File: config.mk
export PLATFORM = sky130hd
export DESIGN_NAME = artc_timer
export DESIGN_NICKNAME = d
export VERILOG_FILES = /design/src/rtl/artc_pkg.sv /design/src/rtl/artc_sync_edge.sv /design/src/rtl/artc_prescale.sv /design/src/rtl/artc_timer.sv
export SDC_FILE = /design/constraint.sdc
export NUM_CORES = 1
export LEC_CHECK = 0
export ABC_AREA = 1
export BUFFER_PORTS_ARGS = -buffer_cell sky130_fd_sc_hd__buf_4
export CAP_MARGIN = 20
export CORE_MARGIN = 2
export CORE_UTILIZATION = 45
export CTS_CLUSTER_DIAMETER = 120
export DETAILED_ROUTE_END_ITERATION = 10
export PLACE_DENSITY = 0.7
export SLEW_MARGIN = 20
export SYNTH_ARGS = -nofsm -noshare
export SYNTH_HDL_FRONTEND = slang
export SYNTH_HIERARCHICAL = 1
export SYNTH_SLANG_ARGS = --single-unit
File: constraint.sdc
create_clock -name ref_clk_i -period 1.55 [get_ports ref_clk_i]
set_input_delay 0.0775 -clock ref_clk_i [delete_from_list [all_inputs] [get_ports ref_clk_i]]
set_output_delay 0.0775 -clock ref_clk_i [all_outputs]
set_load 0.01 [all_outputs]
File: src/rtl/artc_pkg.sv
package artc_pkg;

  // Byte addresses on the register bus.
  localparam logic [7:0] ADDR_CTRL   = 8'hC8;
  localparam logic [7:0] ADDR_CNT_LO = 8'hCC;
  localparam logic [7:0] ADDR_CNT_HI = 8'hD0;
  localparam logic [7:0] ADDR_RL_LO  = 8'hD4;
  localparam logic [7:0] ADDR_RL_HI  = 8'hD8;
  localparam logic [7:0] ADDR_CKSEL  = 8'hDC;
  localparam logic [7:0] ADDR_IRQEN  = 8'hE0;

  // Control register field positions.
  localparam int CTRL_HFLAG  = 7;
  localparam int CTRL_LFLAG  = 6;
  localparam int CTRL_LIEN   = 5;
  localparam int CTRL_CEN    = 4;
  localparam int CTRL_SPLIT  = 3;
  localparam int CTRL_RUN    = 2;
  localparam int CTRL_UNUSED = 1;
  localparam int CTRL_XCLK   = 0;

  // Clock select and interrupt enable field positions.
  localparam int CKSEL_HI_BIT = 5;
  localparam int CKSEL_LO_BIT = 4;
  localparam int IRQEN_BIT    = 5;

  // Reset values and masks.
  localparam logic [7:0]  CTRL_RESET = 8'h00;
  localparam logic [7:0]  CTRL_WMASK = 8'hFD;
  localparam logic [7:0]  BYTE_RESET = 8'h00;
  localparam logic [7:0]  BYTE_MAX   = 8'hFF;
  localparam logic [15:0] WORD_MAX   = 16'hFFFF;
  localparam logic [23:0] PAD_ZERO   = 24'h000000;

  // Prescaler ratios.
  localparam int         DIV12      = 12;
  localparam int         DIV8       = 8;
  localparam logic [3:0] DIV12_LAST = 4'(DIV12 - 1);
  localparam logic [2:0] DIV8_LAST  = 3'(DIV8 - 1);
  localparam logic [3:0] DIV12_ONE  = 4'h1;
  localparam logic [2:0] DIV8_ONE   = 3'h1;

endpackage

File: src/rtl/artc_sync_edge.sv
module artc_sync_edge
  import artc_pkg::*;
(
  input  wire logic ref_clk_i,
  input  wire logic rst_n_i,
  input  wire logic d_i,
  output logic      rise_o,
  output logic      fall_o
);

  typedef struct packed {
    logic s1;
    logic s2;
    logic s3;
    logic rise;
    logic fall;
  } artc_sync_st_t;

  artc_sync_st_t q;
  artc_sync_st_t d;

  // Only the second stage reads the first one.
  always_comb begin
    d      = q;
    d.s1   = d_i;
    d.s2   = q.s1;
    d.s3   = q.s2;
    d.rise = q.s2 & ~q.s3;
    d.fall = ~q.s2 & q.s3;
  end

  always_ff @(posedge ref_clk_i or negedge rst_n_i) begin
    if (!rst_n_i) begin
      q <= '0;
    end else begin
      q <= d;
    end
  end

  assign rise_o = q.rise;
  assign fall_o = q.fall;

endmodule

File: src/rtl/artc_prescale.sv
module artc_prescale
  import artc_pkg::*;
(
  input  wire logic ref_clk_i,
  input  wire logic rst_n_i,
  input  wire logic ext_rise_i,
  output logic      div12_tick_o,
  output logic      ext8_tick_o
);

  typedef struct packed {
    logic [3:0] c12;
    logic [2:0] c8;
    logic       t12;
    logic       t8;
  } artc_pre_st_t;

  artc_pre_st_t q;
  artc_pre_st_t d;

  always_comb begin
    d     = q;
    d.t12 = (q.c12 == DIV12_LAST);
    d.c12 = d.t12 ? 4'h0 : q.c12 + DIV12_ONE;
    d.t8  = ext_rise_i && (q.c8 == DIV8_LAST);
    if (ext_rise_i) begin
      d.c8 = q.c8 + DIV8_ONE;
    end
  end

  always_ff @(posedge ref_clk_i or negedge rst_n_i) begin
    if (!rst_n_i) begin
      q <= '0;
    end else begin
      q <= d;
    end
  end

  assign div12_tick_o = q.t12;
  assign ext8_tick_o  = q.t8;

endmodule

File: src/rtl/artc_timer.sv
//
// Behaviour
// - Count is two bytes; split select at control bit 3 picks 16-bit or dual 8-bit.
// - Count clock is system clock, clock/12, or synchronised external oscillator/8.
// - 16-bit wrap from FFFF loads the reload bytes and sets the high flag.
// - 16-bit mode interrupts on every overflow while timer interrupt enable is set.
// - With low-byte interrupt enable too, low byte wrap also interrupts.
// - Split mode runs two 8-bit auto-reload timers from their own reload bytes.
// - Split mode run bit gates the high byte only; low byte always counts.
// - Per byte, clock select 1 gives system clock, else /12 or external /8.
// - High byte wrap sets high flag; low byte wrap sets low flag.
// - Split mode interrupts on high overflow, or either byte with low enable.
// - Hardware never clears the flags; software clears them and reads both.
// - Capture enabled: oscillator falling edge copies count to reload, sets high flag.
// - Capture mode count clock follows low-byte clock select and external select.
// - Control register at C8 resets to zero with the documented bit order.
// - Low flag is set on every low byte wrap in any mode.
// - Control bit 1 reads zero and ignores writes.
// - 16-bit mode counts only while run is set, else holds.
//
// Our own choice: the Avalon-MM interface to the registers.
module artc_timer
  import artc_pkg::*;
(
  input  wire logic        ref_clk_i,
  input  wire logic        rst_n_i,
  input  wire logic [7:0]  avs_address_i,
  input  wire logic        avs_read_i,
  input  wire logic        avs_write_i,
  input  wire logic [31:0] avs_writedata_i,
  input  wire logic [3:0]  avs_byteenable_i,
  output logic      [31:0] avs_readdata_o,
  output logic             avs_waitrequest_o,
  input  wire logic        ext_osc_i,
  input  wire logic        lfo_i,
  output logic             irq_o
);

  ////////////////////////////////////////////////////////////////////////////
  // State.

  typedef struct packed {
    logic [7:0]  cnt_lo;
    logic [7:0]  cnt_hi;
    logic [7:0]  rl_lo;
    logic [7:0]  rl_hi;
    logic [7:0]  ctrl;
    logic        ck_hi;
    logic        ck_lo;
    logic        t_ie;
    logic        wait_r;
    logic [31:0] rdata;
    logic        irq;
  } artc_core_st_t;

  artc_core_st_t q;
  artc_core_st_t d;

  function automatic logic hit(input logic [7:0] a, input logic [7:0] off);
    hit = (a == off);
  endfunction

  ////////////////////////////////////////////////////////////////////////////
  // Clock sources.

  logic ext_rise;
  logic lfo_fall;
  logic div12_tick;
  logic ext8_tick;

  artc_sync_edge u_ext_sync (
    .ref_clk_i (ref_clk_i),
    .rst_n_i   (rst_n_i),
    .d_i       (ext_osc_i),
    .rise_o    (ext_rise),
    .fall_o    ()
  );

  artc_sync_edge u_lfo_sync (
    .ref_clk_i (ref_clk_i),
    .rst_n_i   (rst_n_i),
    .d_i       (lfo_i),
    .rise_o    (),
    .fall_o    (lfo_fall)
  );

  artc_prescale u_prescale (
    .ref_clk_i    (ref_clk_i),
    .rst_n_i      (rst_n_i),
    .ext_rise_i   (ext_rise),
    .div12_tick_o (div12_tick),
    .ext8_tick_o  (ext8_tick)
  );

  logic slow_tick;
  logic tick_lo;
  logic tick_hi;

  // The external oscillator is resynchronised before it is divided by eight.
  assign slow_tick = q.ctrl[CTRL_XCLK] ? ext8_tick : div12_tick;
  assign tick_lo   = q.ck_lo | slow_tick;
  assign tick_hi   = q.ck_hi | slow_tick;

  ////////////////////////////////////////////////////////////////////////////
  // Bus decode.

  logic       req;
  logic       acc_wr;
  logic [7:0] wb;
  logic       wr_ctrl;
  logic       wr_cnt_lo;
  logic       wr_cnt_hi;
  logic       wr_rl_lo;
  logic       wr_rl_hi;
  logic [7:0] rd_mux;

  assign req       = avs_read_i | avs_write_i;
  assign acc_wr    = avs_write_i & ~q.wait_r & avs_byteenable_i[0];
  assign wb        = avs_writedata_i[7:0];
  assign wr_ctrl   = acc_wr & hit(avs_address_i, ADDR_CTRL);
  assign wr_cnt_lo = acc_wr & hit(avs_address_i, ADDR_CNT_LO);
  assign wr_cnt_hi = acc_wr & hit(avs_address_i, ADDR_CNT_HI);
  assign wr_rl_lo  = acc_wr & hit(avs_address_i, ADDR_RL_LO);
  assign wr_rl_hi  = acc_wr & hit(avs_address_i, ADDR_RL_HI);

  always_comb begin
    rd_mux = BYTE_RESET;
    if (hit(avs_address_i, ADDR_CTRL)) begin
      rd_mux = q.ctrl;
    end else if (hit(avs_address_i, ADDR_CNT_LO)) begin
      rd_mux = q.cnt_lo;
    end else if (hit(avs_address_i, ADDR_CNT_HI)) begin
      rd_mux = q.cnt_hi;
    end else if (hit(avs_address_i, ADDR_RL_LO)) begin
      rd_mux = q.rl_lo;
    end else if (hit(avs_address_i, ADDR_RL_HI)) begin
      rd_mux = q.rl_hi;
    end else if (hit(avs_address_i, ADDR_CKSEL)) begin
      rd_mux[CKSEL_HI_BIT] = q.ck_hi;
      rd_mux[CKSEL_LO_BIT] = q.ck_lo;
    end else if (hit(avs_address_i, ADDR_IRQEN)) begin
      rd_mux[IRQEN_BIT] = q.t_ie;
    end
  end

  ////////////////////////////////////////////////////////////////////////////
  // Next state.

  logic        set_h;
  logic        set_l;
  logic        split;
  logic        run;
  logic [15:0] cnt16;

  assign split = q.ctrl[CTRL_SPLIT];
  assign run   = q.ctrl[CTRL_RUN];
  assign cnt16 = {q.cnt_hi, q.cnt_lo};

  always_comb begin
    d     = q;
    set_h = 1'b0;
    set_l = 1'b0;

    // Every request waits one cycle, then is answered for exactly one cycle.
    d.wait_r = ~(req & q.wait_r);
    if (req && q.wait_r) begin
      d.rdata = {PAD_ZERO, rd_mux};
    end

    if (!split) begin
      if (run && tick_lo) begin
        if (cnt16 == WORD_MAX) begin
          {d.cnt_hi, d.cnt_lo} = {q.rl_hi, q.rl_lo};
          set_h = 1'b1;
          set_l = 1'b1;
        end else begin
          {d.cnt_hi, d.cnt_lo} = cnt16 + 16'h0001;
          set_l = (q.cnt_lo == BYTE_MAX);
        end
      end
    end else begin
      // The low byte ignores the run bit in split mode.
      if (tick_lo) begin
        if (q.cnt_lo == BYTE_MAX) begin
          d.cnt_lo = q.rl_lo;
          set_l    = 1'b1;
        end else begin
          d.cnt_lo = q.cnt_lo + 8'h01;
        end
      end
      if (run && tick_hi) begin
        if (q.cnt_hi == BYTE_MAX) begin
          d.cnt_hi = q.rl_hi;
          set_h    = 1'b1;
        end else begin
          d.cnt_hi = q.cnt_hi + 8'h01;
        end
      end
    end

    // A bus write to a count byte overrides the increment in that cycle.
    if (wr_cnt_lo) begin
      d.cnt_lo = wb;
    end
    if (wr_cnt_hi) begin
      d.cnt_hi = wb;
    end
    if (wr_rl_lo) begin
      d.rl_lo = wb;
    end
    if (wr_rl_hi) begin
      d.rl_hi = wb;
    end

    // Capture takes precedence over a software write to the reload bytes.
    if (q.ctrl[CTRL_CEN] && lfo_fall) begin
      {d.rl_hi, d.rl_lo} = cnt16;
      set_h = 1'b1;
    end

    if (wr_ctrl) begin
      d.ctrl = wb & CTRL_WMASK;
    end
    // A hardware set wins over a clear written in the same cycle.
    d.ctrl[CTRL_HFLAG] = d.ctrl[CTRL_HFLAG] | set_h;
    d.ctrl[CTRL_LFLAG] = d.ctrl[CTRL_LFLAG] | set_l;

    if (acc_wr && hit(avs_address_i, ADDR_CKSEL)) begin
      d.ck_hi = wb[CKSEL_HI_BIT];
      d.ck_lo = wb[CKSEL_LO_BIT];
    end
    if (acc_wr && hit(avs_address_i, ADDR_IRQEN)) begin
      d.t_ie = wb[IRQEN_BIT];
    end

    // The same request term serves 16-bit, split and capture operation.
    d.irq = d.t_ie & (d.ctrl[CTRL_HFLAG] | (d.ctrl[CTRL_LIEN] & d.ctrl[CTRL_LFLAG]));
  end

  always_ff @(posedge ref_clk_i or negedge rst_n_i) begin
    if (!rst_n_i) begin
      q        <= '0;
      q.ctrl   <= CTRL_RESET;
      q.wait_r <= 1'b1;
    end else begin
      q <= d;
    end
  end

  assign avs_readdata_o    = q.rdata;
  assign avs_waitrequest_o = q.wait_r;
  assign irq_o             = q.irq;

  ////////////////////////////////////////////////////////////////////////////
  // Checks.

  logic wr_cnt_any;
  logic wr_rl_any;

  assign wr_cnt_any = wr_cnt_lo | wr_cnt_hi;
  assign wr_rl_any  = wr_rl_lo | wr_rl_hi;
endmodule

==> results_dict.tcl, run 1 <==
set metrics [dict create \
    fin_skew_ps 15.6 \
    hold_viol 0 \
    place_congestion 0.940 \
    cts_root_buf "clkbuf_8" \
    period_needed_ps 1570 \
    clk_latency_ps 370 \
    syn_area_mm2 0.00439 \
    grtUsageTotal_pct 26.4 \
    nNetsFinal 736 \
    finalSetupViolCount 3 \
    wl_per_cell_um 16.1 \
    start_kind "flip-flop" \
    initial_core_util_pct 45.7 \
    drc 0 \
    synth_cells 599 \
    std_cell_rows 36 \
    wl_um 13200 \
    die_h_um 103 \
    synth_area_per_cell_um2 7.32 \
    path_max_fanout 8 \
    area_delta_synth_final_pct 22.2 \
    required_ps 1850 \
    place_inst 794 \
    finalMaxSlewViolations 0 \
    endpoint_kind "flip-flop" \
    fillers 932 \
    vias 4296 \
    die_x_um 103 \
    clock-sinks 69 \
    finalCritPeriodShare_pct 101 \
    fin_ws_ps -20.5 \
    p_leak_uw 0.00265 \
    ant_nets 0 \
    rsz0062_at_grt "yes" \
    maxCapViolations 0 \
    coreArea_mm2 0.00959 \
    place_hpwl_um 9990 \
    dieArea_mm2 0.0106 \
    layoutNonFillerInstCount 819 \
    grt_antenna_before_repair 0 \
    tns_ps -31.7 \
    grt_overflow 0 \
    cts_buffer_depth 2 \
    vias_per_cell 5.25 \
    grt_pass1_wl_um 20800 \
    path_class "flip-flop to flip-flop" \
    num_antenna_cells 0 \
    htree_num_levels 3 \
    ys_warn_count 6 \
    clock.fmax_ghz 0.637 \
    dr.pass1.iters 5 \
    outcome "complete, but fails checks" \
    hold_class "input port to flip-flop" \
    grt_start_max_net_pins 38 \
    cts_tree "built" \
    ir_worst_vdd_mv 0.502 \
    p_per_area_mw_per_mm2 753 \
    grt_pass1_vias 4058 \
    drt_iter0_drc 251 \
    critPathArrivalTime_ps 1870 \
    numCtsBuffers 9 \
    io_pins 84 \
    path_clk_slew_ps 100 \
    violations "negative setup slack" \
    drive_gt1_share_pct 24.1 \
    dp_slack_ps -30.2 \
    port_buffers 32 \
]
[state kept, by name, summed over array words and instances (netlist names), 2 cells and up]
name and count:
q 26, cnt16 16, avs_readdata_o 8, u_prescale/q 7, u_ext_sync/d 2, u_lfo_sync/d 2
[cells in the final DEF, fill, tap and decap left out, types with 5 or more instances in the layout]
| cell type | instances |
|---|---|
| nand2_2 | 10 |
| o22ai_1 | 9 |
| a21oi_1 | 10 |
| nand3_2 | 6 |
| o21ai_0 | 41 |
| clkbuf_8 | 9 |
| conb_1 | 24 |
| inv_1 | 77 |
| xor2_1 | 5 |
| nand3_1 | 45 |
| nor2_2 | 10 |
| o211ai_1 | 13 |
| o21ai_1 | 12 |
| dfrtp_1 | 68 |
| nand4_1 | 10 |
| nor2_1 | 48 |
| a22oi_1 | 5 |
| buf_4 | 85 |
| nor2_4 | 10 |
| inv_2 | 6 |
| nand2_1 | 133 |
[power breakdown]
group / total (uW) / switching [uW] / internal, uW
sequential: 1990 / 72.0 / 1920
combinational: 569 / 351 / 218
clock: 1480 / 859 / 620
[layer usage]
metal / vias to the layer above / track usage [%] / share of wire (%) / routed length [um]
met5: - / 0 / 0 / 0
met4: 0 / 10.9 / 2.8 / 364
met3: 30 / 3.53 / 7.3 / 968
met2: 194 / 43.2 / 47 / 6260
met1: 2019 / 35.7 / 43 / 5630
li1: 2053 / - / - / -
[critical path: stages (launching register included)]
cell,delay (ps)
dfrtp_1,390
ha_2,200
nand2_2,70
nor2_4,110
nand2_4,120
a21oi_4,300
buf_4,170
o211ai_2,70
o211ai_2,70
[path summary, 6_finish.rpt]
path | from | end | slack, ps | cells after the start
worst min-delay path | avs_writedata_i[6] | q[43] | 20 | 3
worst min register to register | u_lfo_sync/d[3] | u_lfo_sync/d[2] | 370 | 0
min in group asynchronous | rst_n_i | u_prescale/q[4] | 210 | 2
worst max-delay path | cnt16[8] | cnt16[1] | -20 | 8
worst max register to register | cnt16[8] | cnt16[1] | -20 | 8
max in group asynchronous | rst_n_i | cnt16[8] | 780 | 3
[timing repair]
| item | CTS | global route |
|---|---|---|
| hold endpoints to repair | 34 | 0 |
| setup endpoints to repair | 6 | 22 |
| buffers inserted | 5 | 1 |
| gates resized for setup | 4 | 37 |
| pin swaps | 2 | 16 |
| hold buffers | 3 | 0 |
[per-stage QoR]
stage	hold WS [ps]	area (um2)	utilization, %	total power [uW]
final	19.9	5360	55.9	4040
after global routing	33.2	5360	55.9	4210
after CTS	11.1	5240	54.6	4040
after detailed placement	55.2	4970	51.9	2570
after global placement	46.2	4970	51.9	2530
after floorplan	-218	4480	-	2360
[final cells by class]
| cell class | count | area [um2] | area share, % |
|---|---|---|---|
| Inverter | 84 | 315 | 5.88 |
| Timing Repair Buffer | 91 | 719 | 13.4 |
| Clock buffer | 9 | 124 | 2.31 |
| Clock inverter | 7 | 63.8 | 1.19 |
| Tap cell | 133 | 166 | 3.10 |
| Multi-Input combinational cell | 426 | 2250 | 41.9 |
| Sequential cell | 69 | 1730 | 32.2 |
No activity file was read; power rests on OpenSTA's default activity.
==> inputs of run 2 (changes only) <==
- CORE_MARGIN: 2 -> not set
- SKIP_LAST_GASP: not set -> 1
==> run 2 against run 1 <==
  * The flow still finishes with violations (negative setup slack)
  * Via count is 0.68% higher
  * Final cell count is 0.73% lower
  * Register-to-register slack got worse by 20 ps
  * Utilization rose by 1.5 points
  * Maximum frequency decreased by 1.3%
  * Sequential share of layout area up 0.099 points
  * Sequential cell count did not move
  * Global-route usage rose by 1.1 points
  * Count of clock-buffer cells in the layout unchanged
  * Worst setup slack worse by 20 ps
  * Worst hold slack improved by 4.7 ps
  * Critical endpoint is now cnt16[14]
  * Largest power group unchanged
==> results_dict.tcl, run 2 (synthesis results as in run 1) <==
set metrics [dict create \
    cts_root_buf "clkbuf_8" \
    numCtsBuffers 9 \
    place_hpwl_um 10100 \
    path_clk_slew_ps 90 \
    fillers 870 \
    wl_per_cell_um 16.2 \
    finalMaxSlewViolations 0 \
    hold_class "input port to flip-flop" \
    largest_register_ffs 26 \
    final_cell_mix "nand2_1, buf_4, inv_1" \
    grt_pass1_wl_um 21000 \
    r2r_cells 10 \
    wl_um 13200 \
    hold_viol 0 \
    p_leak_uw 0.00267 \
    initial_core_util_pct 47.0 \
    period_needed_ps 1590 \
    coreArea_mm2 0.00933 \
    endpoint_kind "flip-flop" \
    hold_depth 3 \
    drc 0 \
    start_kind "flip-flop" \
    std_cell_rows 35 \
    fin_skew_ps 7.98 \
    grt_overflow 0 \
    nNetsFinal 734 \
    die_h_um 101 \
    io_pins 84 \
    drive_gt1_share_pct 22.5 \
    grtUsageTotal_pct 27.6 \
    clk_latency_ps 350 \
    regArea_mm2 0.00173 \
    dieArea_mm2 0.0101 \
    grt_antenna_before_repair 0 \
    drt_iter0_drc 372 \
    maxCapViolations 0 \
    finalCritPeriodShare_pct 103 \
    ant_nets 0 \
    ir_worst_vdd_mv 0.482 \
    path_max_fanout 7 \
    vias_per_cell 5.32 \
    rsz0062_at_grt "yes" \
    hold_ws_ps 24.6 \
    tns_ps -94.9 \
    required_ps 1850 \
    grt_start_max_net_pins 47 \
    port_buffers 32 \
    die_x_um 101 \
    area_delta_synth_final_pct 22.0 \
    dr.pass1.iters 5 \
    outcome "complete, but fails checks" \
    layout_commonest_cell "nand2_1" \
    critPathArrivalTime_ps 1890 \
    top_register "q" \
    num_antenna_cells 0 \
    clock.fmax_ghz 0.629 \
    dpl_cell_area_mm2 0.00493 \
    place_congestion 0.954 \
    violations "negative setup slack" \
    multi_input_area_mm2 0.00221 \
    path_class "flip-flop to flip-flop" \
    cts_tree "built" \
    dp_slack_ps -17.3 \
    final_design_area_no_fill_mm2 0.00535 \
    p_per_area_mw_per_mm2 801 \
    vias 4325 \
    clock-sinks 69 \
    fin_ws_ps -40.5 \
    cts_buffer_depth 2 \
    grt_pass1_vias 4040 \
    finalSetupViolCount 3 \
    htree_num_levels 3 \
]
-- run 2: changes by cell type in the layout (fill, tap and decap cells not counted), sizes merged --
cell	previous run	this run
bufinv	0	2
inv	88	86
clkinv	1	3
buf	88	86
clkinvlp	2	0
-- run 2: layout make-up --
cell class	count	share of cell area, %
Clock inverter	7	1.99
Inverter	84	5.89
Clock buffer	9	2.32
Sequential cell	69	32.3
Timing Repair Buffer	89	13.2
Tap cell	129	3.02
Multi-Input combinational cell	426	41.3
-- run 2: metrics by stage --
stage	cells	total power (uW)	util, %
after floorplan	622	2360	-
after global placement	785	2530	52.9
after detailed placement	785	2540	52.9
after CTS	805	4270	55.8
after global routing	813	4450	57.4
final	813	4280	57.4
-- run 2: critical path, stage by stage (launching register included) --
cell	delay, ps
dfrtp_1	410
ha_4	160
nand2_4	50
nor2_4	120
nand2_4	120
nor2_4	220
buf_4	150
nand2_1	40
nand4_1	80
nand3b_1	100
nand2_1	60
-- run 2: per-layer routing --
metal	up-vias	track usage (%)	routed length (um)
met3	25	4.23	910
met5	-	0	0
met4	0	9.92	332
li1	2054	-	-
met1	2057	37.2	5610
met2	189	45.0	6300
-- run 2: report_power, final --
group          switching, uW  internal (uW)  total, uW  leakage, uW
clock network            819            935       1750     0.000116
registers               73.5           1920       1990     0.000867
logic                    331            207        538      0.00169
total                   1220           3060       4280      0.00267
-- run 2: repair_timing --
action | CTS | global route
endpoints found under the setup margin | 7 | 21
setup buffers | 1 | 8
pin swaps | 2 | 5
gates resized for setup | 3 | 25
hold buffers | 3 | 0
endpoints found under the hold margin | 70 | 0
-- run 2: path summary, 6_finish.rpt --
kind                                 startpoint                end  slack, ps
worst max-delay path                   cnt16[8]          cnt16[14]        -40
worst min-delay path                 avs_read_i  avs_waitrequest_o         20
worst max register to register         cnt16[8]          cnt16[14]        -40
worst min register to register  u_ext_sync/d[3]    u_ext_sync/d[2]        360
max in group asynchronous               rst_n_i  avs_waitrequest_o        800
min in group asynchronous               rst_n_i    u_lfo_sync/d[3]        150
==> inputs of run 3 (changes only) <==
- PLACE_DENSITY: 0.7 -> 0.67
- clock period: 1.55 -> 2.1 ns (I/O delays scaled with it)
==> run 3 against run 2 <==
  * Final cell count down 5.0%
  * Worst setup slack better by 340 ps
  * Combinational power down 32%
  * Clock skew up 5.9 ps
  * Design area down 8.7%
  * Maximum frequency down 12%
  * Register-to-register slack better by 340 ps
  * The run now ends clean
  * Clock power down 41%
==> results_dict.tcl, run 3 (synthesis results as in run 1) <==
set metrics [dict create \
    required_ps 2390 \
    grt_antenna_before_repair 0 \
    place_congestion 0.979 \
    htree_num_levels 3 \
    rsz0062_at_grt "no" \
    io_pins 84 \
    finalMaxSlewViolations 0 \
    area_delta_synth_final_pct 11.3 \
    cts-resized-gates 0 \
    clock-sinks 69 \
    numCtsBuffers 9 \
    fillers 934 \
    ir_worst_vdd_mv 0.408 \
    drc 0 \
    fin_skew_ps 13.8 \
    max_stage_delay_ps 450 \
    cts_tree "built" \
    initial_core_util_pct 47.0 \
    largest_register_ffs 26 \
    timing.slew.headroom_pct 39.5 \
    path_max_fanout 6 \
    finalPower_uw 2870 \
    clock.fmax_ghz 0.556 \
    pwr-share-clk_pct 36.0 \
    endpoint_kind "flip-flop" \
    finalCritPeriodShare_pct 85.7 \
    multi_input_area_mm2 0.00212 \
    p_leak_uw 0.00239 \
    internal-power_uw 2020 \
    hold_class "input port to flip-flop" \
    worst_slew_pin_slew_ps 908 \
    p_per_area_mw_per_mm2 589 \
    grt_overflow 0 \
    clk_latency_ps 360 \
    grt_pass1_vias 3955 \
    ant_nets 0 \
    regArea_mm2 0.00173 \
    tns_ps 0 \
    drt_iter0_drc 402 \
    wl_um 12300 \
    final_cell_mix "nand2_1, inv_1, dfrtp_1" \
    r2r_slack_ps 300 \
    drive_gt1_share_pct 13.8 \
    cts_hold_buf 5 \
    port_buffers 32 \
    path_clk_slew_ps 90 \
    period_needed_ps 1800 \
    die_x_um 101 \
    vias_per_cell 5.32 \
    grt_pass1_wl_um 20100 \
    hold_viol 0 \
    place_hpwl_um 9260 \
    grt_start_max_net_pins 70 \
    crit_chain "ha_1 > nand2_1 > nor2_1 > nand2_2 > nand2_1 > nand2_1 > nor2_1 > nor2_1 > a21oi_1" \
    coreArea_mm2 0.00933 \
    std_cell_rows 35 \
    seqPwrFrac_pct 51.2 \
    num_antenna_cells 0 \
    swShare_pct 29.7 \
    dr.pass1.iters 6 \
    layout_commonest_cell "nand2_1" \
    top_register "q" \
    dieArea_mm2 0.0101 \
    cts_buffer_depth 2 \
    cp_slowest_cell "dfrtp_1" \
    grtUsageTotal_pct 26.5 \
    die_h_um 101 \
    p_switching_uw 854 \
    combPwrFrac_pct 12.8 \
    start_kind "flip-flop" \
    wl_per_cell_um 16.0 \
    vias 4106 \
    nNetsFinal 693 \
    outcome "complete, no violations" \
    postCtsSetupBuffers 0 \
    finalSetupViolCount 0 \
    path_class "flip-flop to flip-flop" \
    maxCapViolations 0 \
    cts_root_buf "clkbuf_8" \
    critPathArrivalTime_ps 2090 \
]
-- run 3: stage by stage --
step	hold slack [ps]	instances	utilization [%]	cell area (um2)	setup slack, ps
after floorplan	-191	622	-	4470	441
after global placement	215	751	49.8	4650	408
after detailed placement	215	751	49.8	4650	376
after CTS	4.99	772	52.3	4880	341
after global routing	16.7	772	52.3	4880	127
final	1.50	772	52.3	4880	301
-- run 3: power groups by stage --
stage	clock, uW	combinational (uW)	sequential [uW]
2_1_floorplan	0	251	1490
3_3_place_gp	0	348	1490
3_5_place_dp	0	359	1500
4_1_cts	1050	369	1470
5_1_grt	1110	415	1480
6_report	1040	367	1470
-- run 3: worst max-delay path, delay by kind of cell, from the launching register on --
| kind | cells | cell delay, ps |
|---|---|---|
| adders and majority gates | 1 | 250 |
| DFF | 1 | 450 |
| and+or+nand+nor | 7 | 910 |
| AOI/OAI and AO/OA | 1 | 130 |
-- run 3: path summary, 6_finish.rpt --
path,from,end,cells past startpoint
min in group asynchronous,rst_n_i,cnt16[15],2
max in group asynchronous,rst_n_i,q[53],2
worst max register to register,cnt16[1],irq_o,9
worst min-delay path,avs_write_i,avs_waitrequest_o,2
worst min register to register,u_ext_sync/d[3],u_ext_sync/d[2],0
worst max-delay path,cnt16[1],irq_o,9
-- run 3: metal layers --
metal | global-route usage [%] | vias up | wire length [um]
met1 | 34.7 | 1909 | 5220
met4 | 12.7 | 0 | 470
li1 | - | 1964 | -
met3 | 4.99 | 34 | 925
met5 | 0 | - | 0
met2 | 42.4 | 199 | 5710
-- run 3: layout make-up --
class	instances	share of cell area (%)
Sequential cell	69	35.4
Tap cell	129	3.31
Clock buffer	10	2.82
Multi-Input combinational cell	426	43.4
Timing Repair Buffer	48	7.64
Inverter	84	6.46
Clock inverter	6	0.974
